## src/adsf_map.vh

```
`ifndef ADSF_MAP_VH
`define ADSF_MAP_VH

// Status byte bit positions
`define ADSF_ST_IRQ_SRC    7
`define ADSF_ST_LIN        6
`define ADSF_ST_OV         5
`define ADSF_ST_UV         4
`define ADSF_ST_HEAT       3
`define ADSF_ST_HS_THERM   2
`define ADSF_ST_WAKE2      1
`define ADSF_ST_WAKE1      0

// Control byte bit positions
`define ADSF_CT_HS3_ON     4
`define ADSF_CT_HS2_ON     3
`define ADSF_CT_HS1_ON     2

// Reset values
`define ADSF_CTRL_RST      8'h00
`define ADSF_HS_RST        3'h0

// Transfer length in sample edges
`define ADSF_XFER_BITS     4'h8

// Width of the asynchronous input bundle
`define ADSF_SYNC_W        14

`endif

```

## src/adsf_sync.v

```verilog
`timescale 1ns/100ps
`include "adsf_map.vh"

// Two-stage synchroniser for the whole bundle of asynchronous inputs
module adsf_sync
(
	input  wire                      clock,
	input  wire                      rstn,
	input  wire [`ADSF_SYNC_W-1:0]   async_in,
	output reg  [`ADSF_SYNC_W-1:0]   sync_out
);

	reg [`ADSF_SYNC_W-1:0] meta_reg;

	always @(posedge clock or negedge rstn)
	begin
		if (!rstn)
		begin
			meta_reg <= {`ADSF_SYNC_W{1'b0}};
			sync_out <= {`ADSF_SYNC_W{1'b0}};
		end
		else
		begin
			meta_reg <= async_in;
			sync_out <= meta_reg;
		end
	end

endmodule // adsf_sync

```

## src/adsf_status.v

```verilog
`timescale 1ns/100ps
`include "adsf_map.vh"

// Summary of operation
// - The LIN event flag is set by a LIN wake-up or a LIN over-current or over-temperature fault, and is 0 otherwise.
// - A LIN fault disables the LIN transmitter.
// - The LIN transmitter comes back only once the fault is gone and the LIN event flag is cleared.
// - A completed SPI read that returned the LIN event flag as set clears that flag.
// - An over-voltage on supply one sets the over-voltage flag, which is 0 otherwise.
// - An under-voltage on supply one sets the under-voltage flag, which is 0 otherwise.
// - A regulator over-temperature sets the heat warning flag as an early warning, 0 otherwise.
// - The high-side thermal flag is set when a high side overheats and is switched off, 0 otherwise.
// - An over-temperature on any high side switches off every high side.
// - High sides return only after a read clears the thermal flag and a later write sets the enable bit.
// - While the interrupt-source bit is 0 the two wake input bits show the live levels of the two wake pins.
// - While the interrupt-source bit is 1 the wake input bits name the wake pin that caused the wake-up.
// - The status byte holds, from bit 7 down, irq source, LIN event, over-voltage, under-voltage, heat, thermal, wake2, wake1.
// - With the irq source bit at 1 bits 1 to 0 report the wake-up source, at 0 they report the live wake pin levels.
// - The first SPI read after reset returns the battery-fail state on bit 4.
// - The status byte is captured on the falling edge of slave select.
module adsf_status
(
	input  wire        clock,
	input  wire        rstn,
	input  wire        spi_ss_n,
	input  wire        spi_sck,
	input  wire        spi_mosi,
	output reg         spi_miso,
	output reg         spi_miso_oe,
	input  wire        lin_wake_in,
	input  wire        lin_fault_in,
	input  wire        supply_one_ov_in,
	input  wire        supply_one_uv_in,
	input  wire        battery_fail_in,
	input  wire        regulator_heat_in,
	input  wire [2:0]  highside_heat_in,
	input  wire        wake1_pin,
	input  wire        wake2_pin,
	input  wire        low_power_active,
	output reg         lin_tx_enable,
	output reg  [2:0]  highside_on,
	output reg  [7:0]  ctrl_byte,
	output reg         ctrl_strobe
);

	wire [`ADSF_SYNC_W-1:0] sync_bus;

	adsf_sync u_sync
	(
		.clock    (clock),
		.rstn     (rstn),
		.async_in ({spi_ss_n, spi_sck, spi_mosi, lin_wake_in, lin_fault_in,
		            supply_one_ov_in, supply_one_uv_in, battery_fail_in,
		            regulator_heat_in, highside_heat_in, wake1_pin, wake2_pin}),
		.sync_out (sync_bus)
	);

	wire       ss_n_s    = sync_bus[13];
	wire       sck_s     = sync_bus[12];
	wire       mosi_s    = sync_bus[11];
	wire       lin_wake  = sync_bus[10];
	wire       lin_fault = sync_bus[9];
	wire       ov_s      = sync_bus[8];
	wire       uv_s      = sync_bus[7];
	wire       battery_fail_flag_s = sync_bus[6];
	wire       heat_s    = sync_bus[5];
	wire [2:0] hs_heat_s = sync_bus[4:2];
	wire       wake1_s   = sync_bus[1];
	wire       wake2_s   = sync_bus[0];

	// Edge history, taken from synchronised copies only
	reg        ss_n_d_reg;
	reg        sck_d_reg;
	reg        lin_wake_d_reg;
	reg        wake1_d_reg;
	reg        wake2_d_reg;

	always @(posedge clock or negedge rstn)
	begin
		if (!rstn)
		begin
			// Same level as the synchroniser's reset, so no false select follows reset
			ss_n_d_reg     <= 1'b0;
			sck_d_reg      <= 1'b0;
			lin_wake_d_reg <= 1'b0;
			wake1_d_reg    <= 1'b0;
			wake2_d_reg    <= 1'b0;
		end
		else
		begin
			ss_n_d_reg     <= ss_n_s;
			sck_d_reg      <= sck_s;
			lin_wake_d_reg <= lin_wake;
			wake1_d_reg    <= wake1_s;
			wake2_d_reg    <= wake2_s;
		end
	end

	wire ss_fall   = ss_n_d_reg & ~ss_n_s;
	wire ss_rise   = ~ss_n_d_reg & ss_n_s;
	wire sck_rise  = ~ss_n_s & ~sck_d_reg & sck_s;
	wire sck_fall  = ~ss_n_s & sck_d_reg & ~sck_s;
	wire lin_wk_up = lin_wake & ~lin_wake_d_reg;
	wire wk1_up    = wake1_s & ~wake1_d_reg;
	wire wk2_up    = wake2_s & ~wake2_d_reg;

	// Sticky flags
	reg        lin_flag_reg;
	reg        ov_flag_reg;
	reg        uv_flag_reg;
	reg        heat_flag_reg;
	reg        hs_therm_reg;
	reg        irq_src_reg;
	reg  [1:0] wake_src_reg;
	reg        first_read_reg;
	reg        lin_block_reg;

	// SPI shift state
	reg  [7:0] tx_reg;
	reg  [7:0] rx_reg;
	reg  [7:0] sent_reg;
	reg  [3:0] edge_cnt_reg;
	reg        active_reg;

	// Only a transfer of exactly eight sample edges counts
	// A cut frame still ends cleanly: no write, no clears
	wire       xfer_ok = ss_rise & active_reg & (edge_cnt_reg == `ADSF_XFER_BITS);

	// A flag is cleared only when the byte just read showed it set
	function clr_on_read;
		input ok;
		input shown;
		begin
			clr_on_read = ok & shown;
		end
	endfunction

	wire clr_lin  = clr_on_read(xfer_ok, sent_reg[`ADSF_ST_LIN]);
	wire clr_ov   = clr_on_read(xfer_ok, sent_reg[`ADSF_ST_OV]);
	wire clr_uv   = clr_on_read(xfer_ok, sent_reg[`ADSF_ST_UV] & ~first_read_reg);
	wire clr_heat = clr_on_read(xfer_ok, sent_reg[`ADSF_ST_HEAT]);
	wire clr_hs   = clr_on_read(xfer_ok, sent_reg[`ADSF_ST_HS_THERM]);
	wire clr_irq  = clr_on_read(xfer_ok, sent_reg[`ADSF_ST_IRQ_SRC]);

	// Wake edges set the irq source only in low power; in run mode the pins are plain levels
	wire wake_evt = low_power_active & (wk1_up | wk2_up | lin_wk_up);
	wire hs_hot   = |hs_heat_s;

	// Set wins over a clear in the same cycle
	always @(posedge clock or negedge rstn)
	begin
		if (!rstn)
		begin
			lin_flag_reg   <= 1'b0;
			ov_flag_reg    <= 1'b0;
			uv_flag_reg    <= 1'b0;
			heat_flag_reg  <= 1'b0;
			hs_therm_reg   <= 1'b0;
			irq_src_reg    <= 1'b0;
			wake_src_reg   <= 2'h0;
			first_read_reg <= 1'b1;
			lin_block_reg  <= 1'b0;
		end
		else
		begin
			lin_flag_reg  <= (lin_flag_reg & ~clr_lin) | lin_wk_up | lin_fault;
			ov_flag_reg   <= (ov_flag_reg & ~clr_ov) | ov_s;
			uv_flag_reg   <= (uv_flag_reg & ~clr_uv) | uv_s;
			heat_flag_reg <= (heat_flag_reg & ~clr_heat) | heat_s;
			hs_therm_reg  <= (hs_therm_reg & ~clr_hs) | hs_hot;
			irq_src_reg   <= (irq_src_reg & ~clr_irq) | wake_evt;
			if (wake_evt)
				wake_src_reg <= (wake_src_reg & {2{~clr_irq}}) | {wk2_up, wk1_up};
			else if (clr_irq)
				wake_src_reg <= 2'h0;
			if (xfer_ok)
				first_read_reg <= 1'b0;
			// Fault blocks the driver until gone and acknowledged
			if (lin_fault)
				lin_block_reg <= 1'b1;
			else if (!lin_flag_reg)
				lin_block_reg <= 1'b0;
		end
	end

	// Status byte as it stands now
	reg  [7:0] status_now;

	always @*
	begin
		status_now                     = 8'h00;
		status_now[`ADSF_ST_IRQ_SRC]   = irq_src_reg;
		status_now[`ADSF_ST_LIN]       = lin_flag_reg;
		status_now[`ADSF_ST_OV]        = ov_flag_reg;
		status_now[`ADSF_ST_UV]        = first_read_reg ? battery_fail_flag_s : uv_flag_reg;
		status_now[`ADSF_ST_HEAT]      = heat_flag_reg;
		status_now[`ADSF_ST_HS_THERM]  = hs_therm_reg;
		if (irq_src_reg)
		begin
			status_now[`ADSF_ST_WAKE2] = wake_src_reg[1];
			status_now[`ADSF_ST_WAKE1] = wake_src_reg[0];
		end
		else
		begin
			status_now[`ADSF_ST_WAKE2] = wake2_s;
			status_now[`ADSF_ST_WAKE1] = wake1_s;
		end
	end

	// SPI slave: master samples on falling edge, we shift on rising edge
	always @(posedge clock or negedge rstn)
	begin
		if (!rstn)
		begin
			tx_reg       <= 8'h00;
			rx_reg       <= 8'h00;
			sent_reg     <= 8'h00;
			edge_cnt_reg <= 4'h0;
			active_reg   <= 1'b0;
			spi_miso     <= 1'b0;
			spi_miso_oe  <= 1'b0;
		end
		else if (ss_fall)
		begin
			tx_reg       <= status_now;
			sent_reg     <= status_now;
			spi_miso     <= status_now[7];
			spi_miso_oe  <= 1'b1;
			edge_cnt_reg <= 4'h0;
			active_reg   <= 1'b1;
		end
		else if (ss_n_s)
		begin
			spi_miso_oe  <= 1'b0;
			active_reg   <= 1'b0;
		end
		else
		begin
			if (sck_rise)
			begin
				spi_miso <= tx_reg[7];
				tx_reg   <= {tx_reg[6:0], 1'b0};
			end
			// Saturates so an overlong transfer stays invalid
			if (sck_fall)
			begin
				rx_reg <= {rx_reg[6:0], mosi_s};
				if (edge_cnt_reg != 4'hf)
					edge_cnt_reg <= edge_cnt_reg + 4'h1;
			end
		end
	end

	// Control byte and high-side enables
	reg  [2:0] hs_write;

	always @*
	begin
		hs_write = {rx_reg[`ADSF_CT_HS3_ON], rx_reg[`ADSF_CT_HS2_ON], rx_reg[`ADSF_CT_HS1_ON]};
	end

	always @(posedge clock or negedge rstn)
	begin
		if (!rstn)
		begin
			ctrl_byte     <= `ADSF_CTRL_RST;
			ctrl_strobe   <= 1'b0;
			highside_on   <= `ADSF_HS_RST;
			lin_tx_enable <= 1'b0;
		end
		else
		begin
			ctrl_strobe   <= xfer_ok;
			lin_tx_enable <= ~lin_block_reg & ~lin_fault;
			if (xfer_ok)
				ctrl_byte <= rx_reg;
			// Overheat kills all sides; enables are refused while the flag stands
			if (hs_hot || hs_therm_reg)
				highside_on <= 3'h0;
			else if (xfer_ok)
				highside_on <= hs_write;
		end
	end

endmodule // adsf_status

```

## config.mk

```make
export PLATFORM = sky130hd
export DESIGN_NAME = adsf_status
export DESIGN_NICKNAME = d
export VERILOG_FILES = /design/src/adsf_sync.v /design/src/adsf_status.v
export VERILOG_INCLUDE_DIRS = /design/src /design/src/src
export SDC_FILE = /design/constraint.sdc
export NUM_CORES = 1
export LEC_CHECK = 0
export CELL_PAD_IN_SITES_DETAIL_PLACEMENT = 0
export CELL_PAD_IN_SITES_GLOBAL_PLACEMENT = 2
export CORE_MARGIN = 2
export CORE_UTILIZATION = 40
export CTS_BUF_LIST = sky130_fd_sc_hd__clkbuf_2 sky130_fd_sc_hd__clkbuf_4 sky130_fd_sc_hd__clkbuf_8
export CTS_CLUSTER_DIAMETER = 120
export DETAILED_ROUTE_END_ITERATION = 12
export DONT_BUFFER_PORTS = 1
export PLACE_DENSITY = 0.75
export SYNTH_ARGS = -nofsm -noshare
export SYNTH_HDL_FRONTEND = slang
export SYNTH_HIERARCHICAL = 1
export SYNTH_SLANG_ARGS = --single-unit
```

## constraint.sdc

```tcl
create_clock -name clock -period 1.8 [get_ports clock]
set_input_delay 0.18 -clock clock [delete_from_list [all_inputs] [get_ports clock]]
set_output_delay 0.18 -clock clock [all_outputs]
set_load 0.02 [all_outputs]
```

* Word-level counts from Yosys, hierarchy flattened *
Cells that the tools add are included.

storage, ports and cells
  RAM bits = 0
  latch bits = 0
  bits in read-only memories = 0
  bits in registers = 86
  memories = 0
  word-level logic and storage cells = 116

cells by class
  equal/unequal tests = 4
  $add $sub $neg = 1
  mux-type cells = 20
  div/mod/pow operators = 0
  bitwise operators = 54
  shift operators = 0
  reduce and logical (&&, ||, !) cells = 11
  magnitude comparators = 0
  $mul = 0

operators with widths
  operator                                                                  number
  1-bit AND                                                                 26
  8-bit two-way mux                                                         3
  1-bit inverter                                                            17
  4-bit two-way mux                                                         4
  2-bit nonzero test                                                        6
  1-bit OR                                                                  9
  1-bit two-way mux                                                         8
  2-bit two-way mux                                                         3
  3-bit two-way mux                                                         2
  3-bit AND reduction                                                       2
  4-bit by 1-bit adder with 4-bit output (second input constant)            1
  4-bit equality test (second input constant)                               1
  4-bit inequality test (second input constant)                             1
  3-bit OR reduction                                                        1
  2-bit AND                                                                 1
  2-bit by 1-bit inequality test with 1-bit output (second input constant)  1
  2-bit inequality test (second input constant)                             1
  2-bit OR                                                                  1
  2-bit AND reduction                                                       1
  1-bit logical OR                                                          1

* Logic depth before layout (Yosys ltp) *
  depth after elaboration = 9
  depth in mapped cells = 6
  depth with buffers taken out = 5

* Hierarchy *
Netlist, hierarchy kept.

modules (own cells, without submodules)
  module       sequential area each (µm²)  cells an instance  instances  area an instance (µm²)
  adsf_status  1402.6                      188                1          2311.0
  adsf_sync    700.7                       28                 1          700.7

* Least setup slack after synthesis *
No wires, ideal clock.

  path kind = register to register
  start = register u_sync.sync_out[13]
  end = register rx_reg[0]
  required time = 1.675 ns
  stages on the path, launching flop included = 5
  data arrival time = 1.459 ns
  setup time = 0.125 ns
  path slack = 0.217 ns
  path buffers = 1
  cell sequence = dfrtp_1 -> or3b_1 -> buf_2 -> nor2_4 -> mux2_2

between the ends
  word-level cells in the longest chain between the ends = 4

RTL lines
  what                                                line                                 RTL
  start, declared                                     adsf_sync.v:10                       output reg [`ADSF_SYNC_W-1:0] sync_out
  start signal, assigned                              adsf_sync.v:20                       sync_out <= {`ADSF_SYNC_W{1'b0}};
  start signal, assigned                              adsf_sync.v:25                       sync_out <= meta_reg;
  1-bit inverter (no line) (*)                        --
  1-bit AND, on equally long branches                 adsf_status.v:102, adsf_status.v:99
  1-bit AND / 1-bit inverter (equally long branches)  --
  3-bit AND reduction (no line) (*)                   --
  end signal, assigned                                adsf_status.v:247                    rx_reg <= {rx_reg[6:0], mosi_s};
  end, declared                                       adsf_status.v:120                    reg [7:0] rx_reg;

Mark *: on every way between the ends. The rest lies on a longest branch, timed or not.
A chain may end at the register's enable or synchronous reset.

* Final worst setup path *
  start = register u_sync.sync_out[12]
  end = register rx_reg[2]

between the ends
  word-level cells in the longest chain between the ends = 3

RTL lines
  what                           line               RTL
  1-bit inverter                 adsf_status.v:102  wire sck_fall = ~ss_n_s & sck_d_reg & ~sck_s;
  1-bit AND                      adsf_status.v:102
  3-bit AND reduction (no line)  --

Every way passes these cells.

==> results.json <==
{
  "status": "complete, but fails checks",
  "violations": "negative hold slack",
  "netlist_area_um2": 3010,
  "grt_pass1_vias": 1787,
  "drive_gt1_share_pct": 20.5,
  "crit_arrival_ns": 1.87,
  "grt_antenna_before_repair": 0,
  "powerDensity_nw_per_um2": 1000,
  "worst_pin_slew_ns": 0.369,
  "synth.most_common_cell": "dfrtp_1",
  "slew-limit-headroom_pct": 75.4,
  "ant_nets": 0,
  "rsz0062_at_grt": "false",
  "vias": 1695,
  "n_antenna_cell": 0,
  "grt_max_degree": 85,
  "overflow": 0,
  "synthMuxAreaShare_pct": 8.89,
  "hold_path_class": "input pin to async pin",
  "die_h_um": 90.8,
  "yosysTopAreaCell": "dfrtp_1",
  "initial_utilization_pct": 41.5,
  "layout.nets": 263,
  "yosys.area_share.simple_pct": 8.81,
  "criticalPathCategory": "flip-flop to flip-flop",
  "max_freq_mhz": 611,
  "htree_levels": 3,
  "clk_latency_ns": 0.35,
  "worst_ep_required_time_ns": 2.04,
  "whs_ns": -0.488,
  "dpl.hpwl_um": 3250,
  "ctsResizeCount": 0,
  "clock_path_buffers": 2,
  "synthFlopType": "dfrtp_1",
  "synthTopCellsByArea": "dfrtp_1 (69%), mux2_2 (7.9%), nand2_1 (2.6%)",
  "cts-root-buf": "clkbuf_8",
  "ir_worst_vdd_uv": 557,
  "synth_xor_area_share_pct": 0,
  "die_area_um2": 8240,
  "yosys_warnings": 6,
  "synth_cells": 216,
  "drc": 0,
  "synth_compound_area_share_pct": 9.47,
  "ys_seq_elements": 84,
  "grt_pass1_wl_um": 8660,
  "clk_pin_slew_ns": 0.09,
  "synth-adder-area-share_pct": 0.831,
  "cp_max_fo": 9,
  "hold_viol": 84,
  "startpoint_type": "flip-flop",
  "drv_slew": 0,
  "coreArea_um2": 7250,
  "clkSinkCount": 84,
  "track_usage_pct": 13.4,
  "synth_top_family_by_area": "compound AO/OA/AOI/OAI gates",
  "drv_cap": 0,
  "async_flop_share_pct": 100,
  "setup_tns_ns": 0,
  "cts-hold-fix-buffers": 15,
  "cts_tree": "yes",
  "rows": 31,
  "cts_setup_buffers": 0,
  "syn2layout_area_growth_pct": 16.5,
  "syn_area_per_cell_um2": 13.9,
  "cts_buffers": 9,
  "yosysTopAreaCellShare_pct": 69.0,
  "gp_congestion": 0.766,
  "place.port_buffers": 0,
  "routed_wl_um": 4950,
  "ys_seq_area_share_pct": 69.8,
  "synth_fp_nets": 235,
  "synth_common_cells": "dfrtp_1 (83), mux2_2 (21), nand2_1 (21)",
  "fin_crit_ns": 1.64,
  "drt_iter0_drc": 37,
  "p_leak_nw": 1.51,
  "period_share_pct": 90.9,
  "setup_violations": 0,
  "firstDrtPassIters": 3,
  "cp-end-kind": "flip-flop",
  "viasPerCell": 4.87,
  "pin_count": 32,
  "finClkSkew_ns": 0.0139,
  "wl_per_cell_um": 14.2,
  "die_x_um": 90.8,
  "synth_edf_count": 0,
  "synth_cell_types": 41
}
[placed cells by master (no fill, tap or decap), types with 2 or more instances in the layout]
cell type	count
a21boi_0	2
a21o_1	3
a21oi_1	7
a32o_1	2
buf_4	9
clkbuf_8	10
clkinv_4	3
dfrtp_1	83
dlygate4sd3_1	15
ha_1	2
inv_1	9
mux2_2	21
mux2i_1	2
nand2_1	21
nand2b_1	2
nand3_1	8
nor2_1	3
nor2_4	2
nor2b_1	3
o21ai_0	7
o22ai_1	7
o311ai_0	2
o41ai_1	3
[metrics by stage]
step	std cells	total power, mW	util [%]	setup slack (ns)	area [um2]
detailed placement	317	2.31	43.7	0.146	3170
global placement	317	2.30	43.7	0.183	3170
CTS	348	3.58	48.4	0.145	3510
floorplan	216	2.25	-	0.217	3010
global route	348	3.70	48.4	0.0980	3510
finish	348	3.52	48.4	0.164	3510
[area by class of cell]
cell class,count,area [um2]
clock inverters,6,47.5
fillers,671,3750
inverters,9,33.8
well taps,99,124
flip-flops and latches,84,2100
repair buffers,24,218
clock buffers,10,138
multi-input cells,116,843
[critical path, cell delays in order (launching register included)]
cell and delay (ns):
dfrtp_1 0.40, or3b_1 0.51, nor2_4 0.27, mux2_2 0.36
[cells by family after synthesis]
| family | count (synthesis) |
|---|---|
| AOI/OAI and AO/OA | 41 |
| adders and majority gates | 2 |
| buffers and inverters | 16 |
| DFF | 84 |
| muxes | 24 |
| and+or+nand+nor | 49 |
[power breakdown]
group / total, mW / switching (mW) / leakage [nW] / internal (mW)
clock: 1.23 / 0.686 / 0.0928 / 0.548
combinational: 0.201 / 0.0783 / 0.438 / 0.123
sequential: 2.09 / 0.0780 / 0.980 / 2.01
total: 3.52 / 0.843 / 1.51 / 2.68
[path summary, 6_finish.rpt]
| path | endpoint | depth (start not counted) | startpoint | slack (ns) |
|---|---|---|---|---|
| max in group asynchronous | first_read_reg$_DFFE_PN1N_ | 0 | rstn | 2.06 |
| worst max register to register | rx_reg[2]$_DFFE_PN0P_ | 3 | u_sync/sync_out[12]$_DFF_PN0_ | 0.16 |
| worst max-delay path | rx_reg[2]$_DFFE_PN0P_ | 3 | u_sync/sync_out[12]$_DFF_PN0_ | 0.16 |
| worst min register to register | u_sync/sync_out[4]$_DFF_PN0_ | 0 | u_sync/meta_reg[4]$_DFF_PN0_ | 0.35 |
| worst min-delay path | u_sync/meta_reg[1]$_DFF_PN0_ | 0 | rstn | -0.49 |
| min in group clock | u_sync/sync_out[4]$_DFF_PN0_ | 0 | u_sync/meta_reg[4]$_DFF_PN0_ | 0.35 |
[per-layer routing]
metal,track usage [%],vias to the layer above,share of wire (%)
li1,-,822,-
met1,17.5,839,48
met2,20.8,27,47
met4,6.31,0,1.5
met3,3.92,7,3.5
met5,0,-,0
No activity file was read; power rests on OpenSTA's default activity.
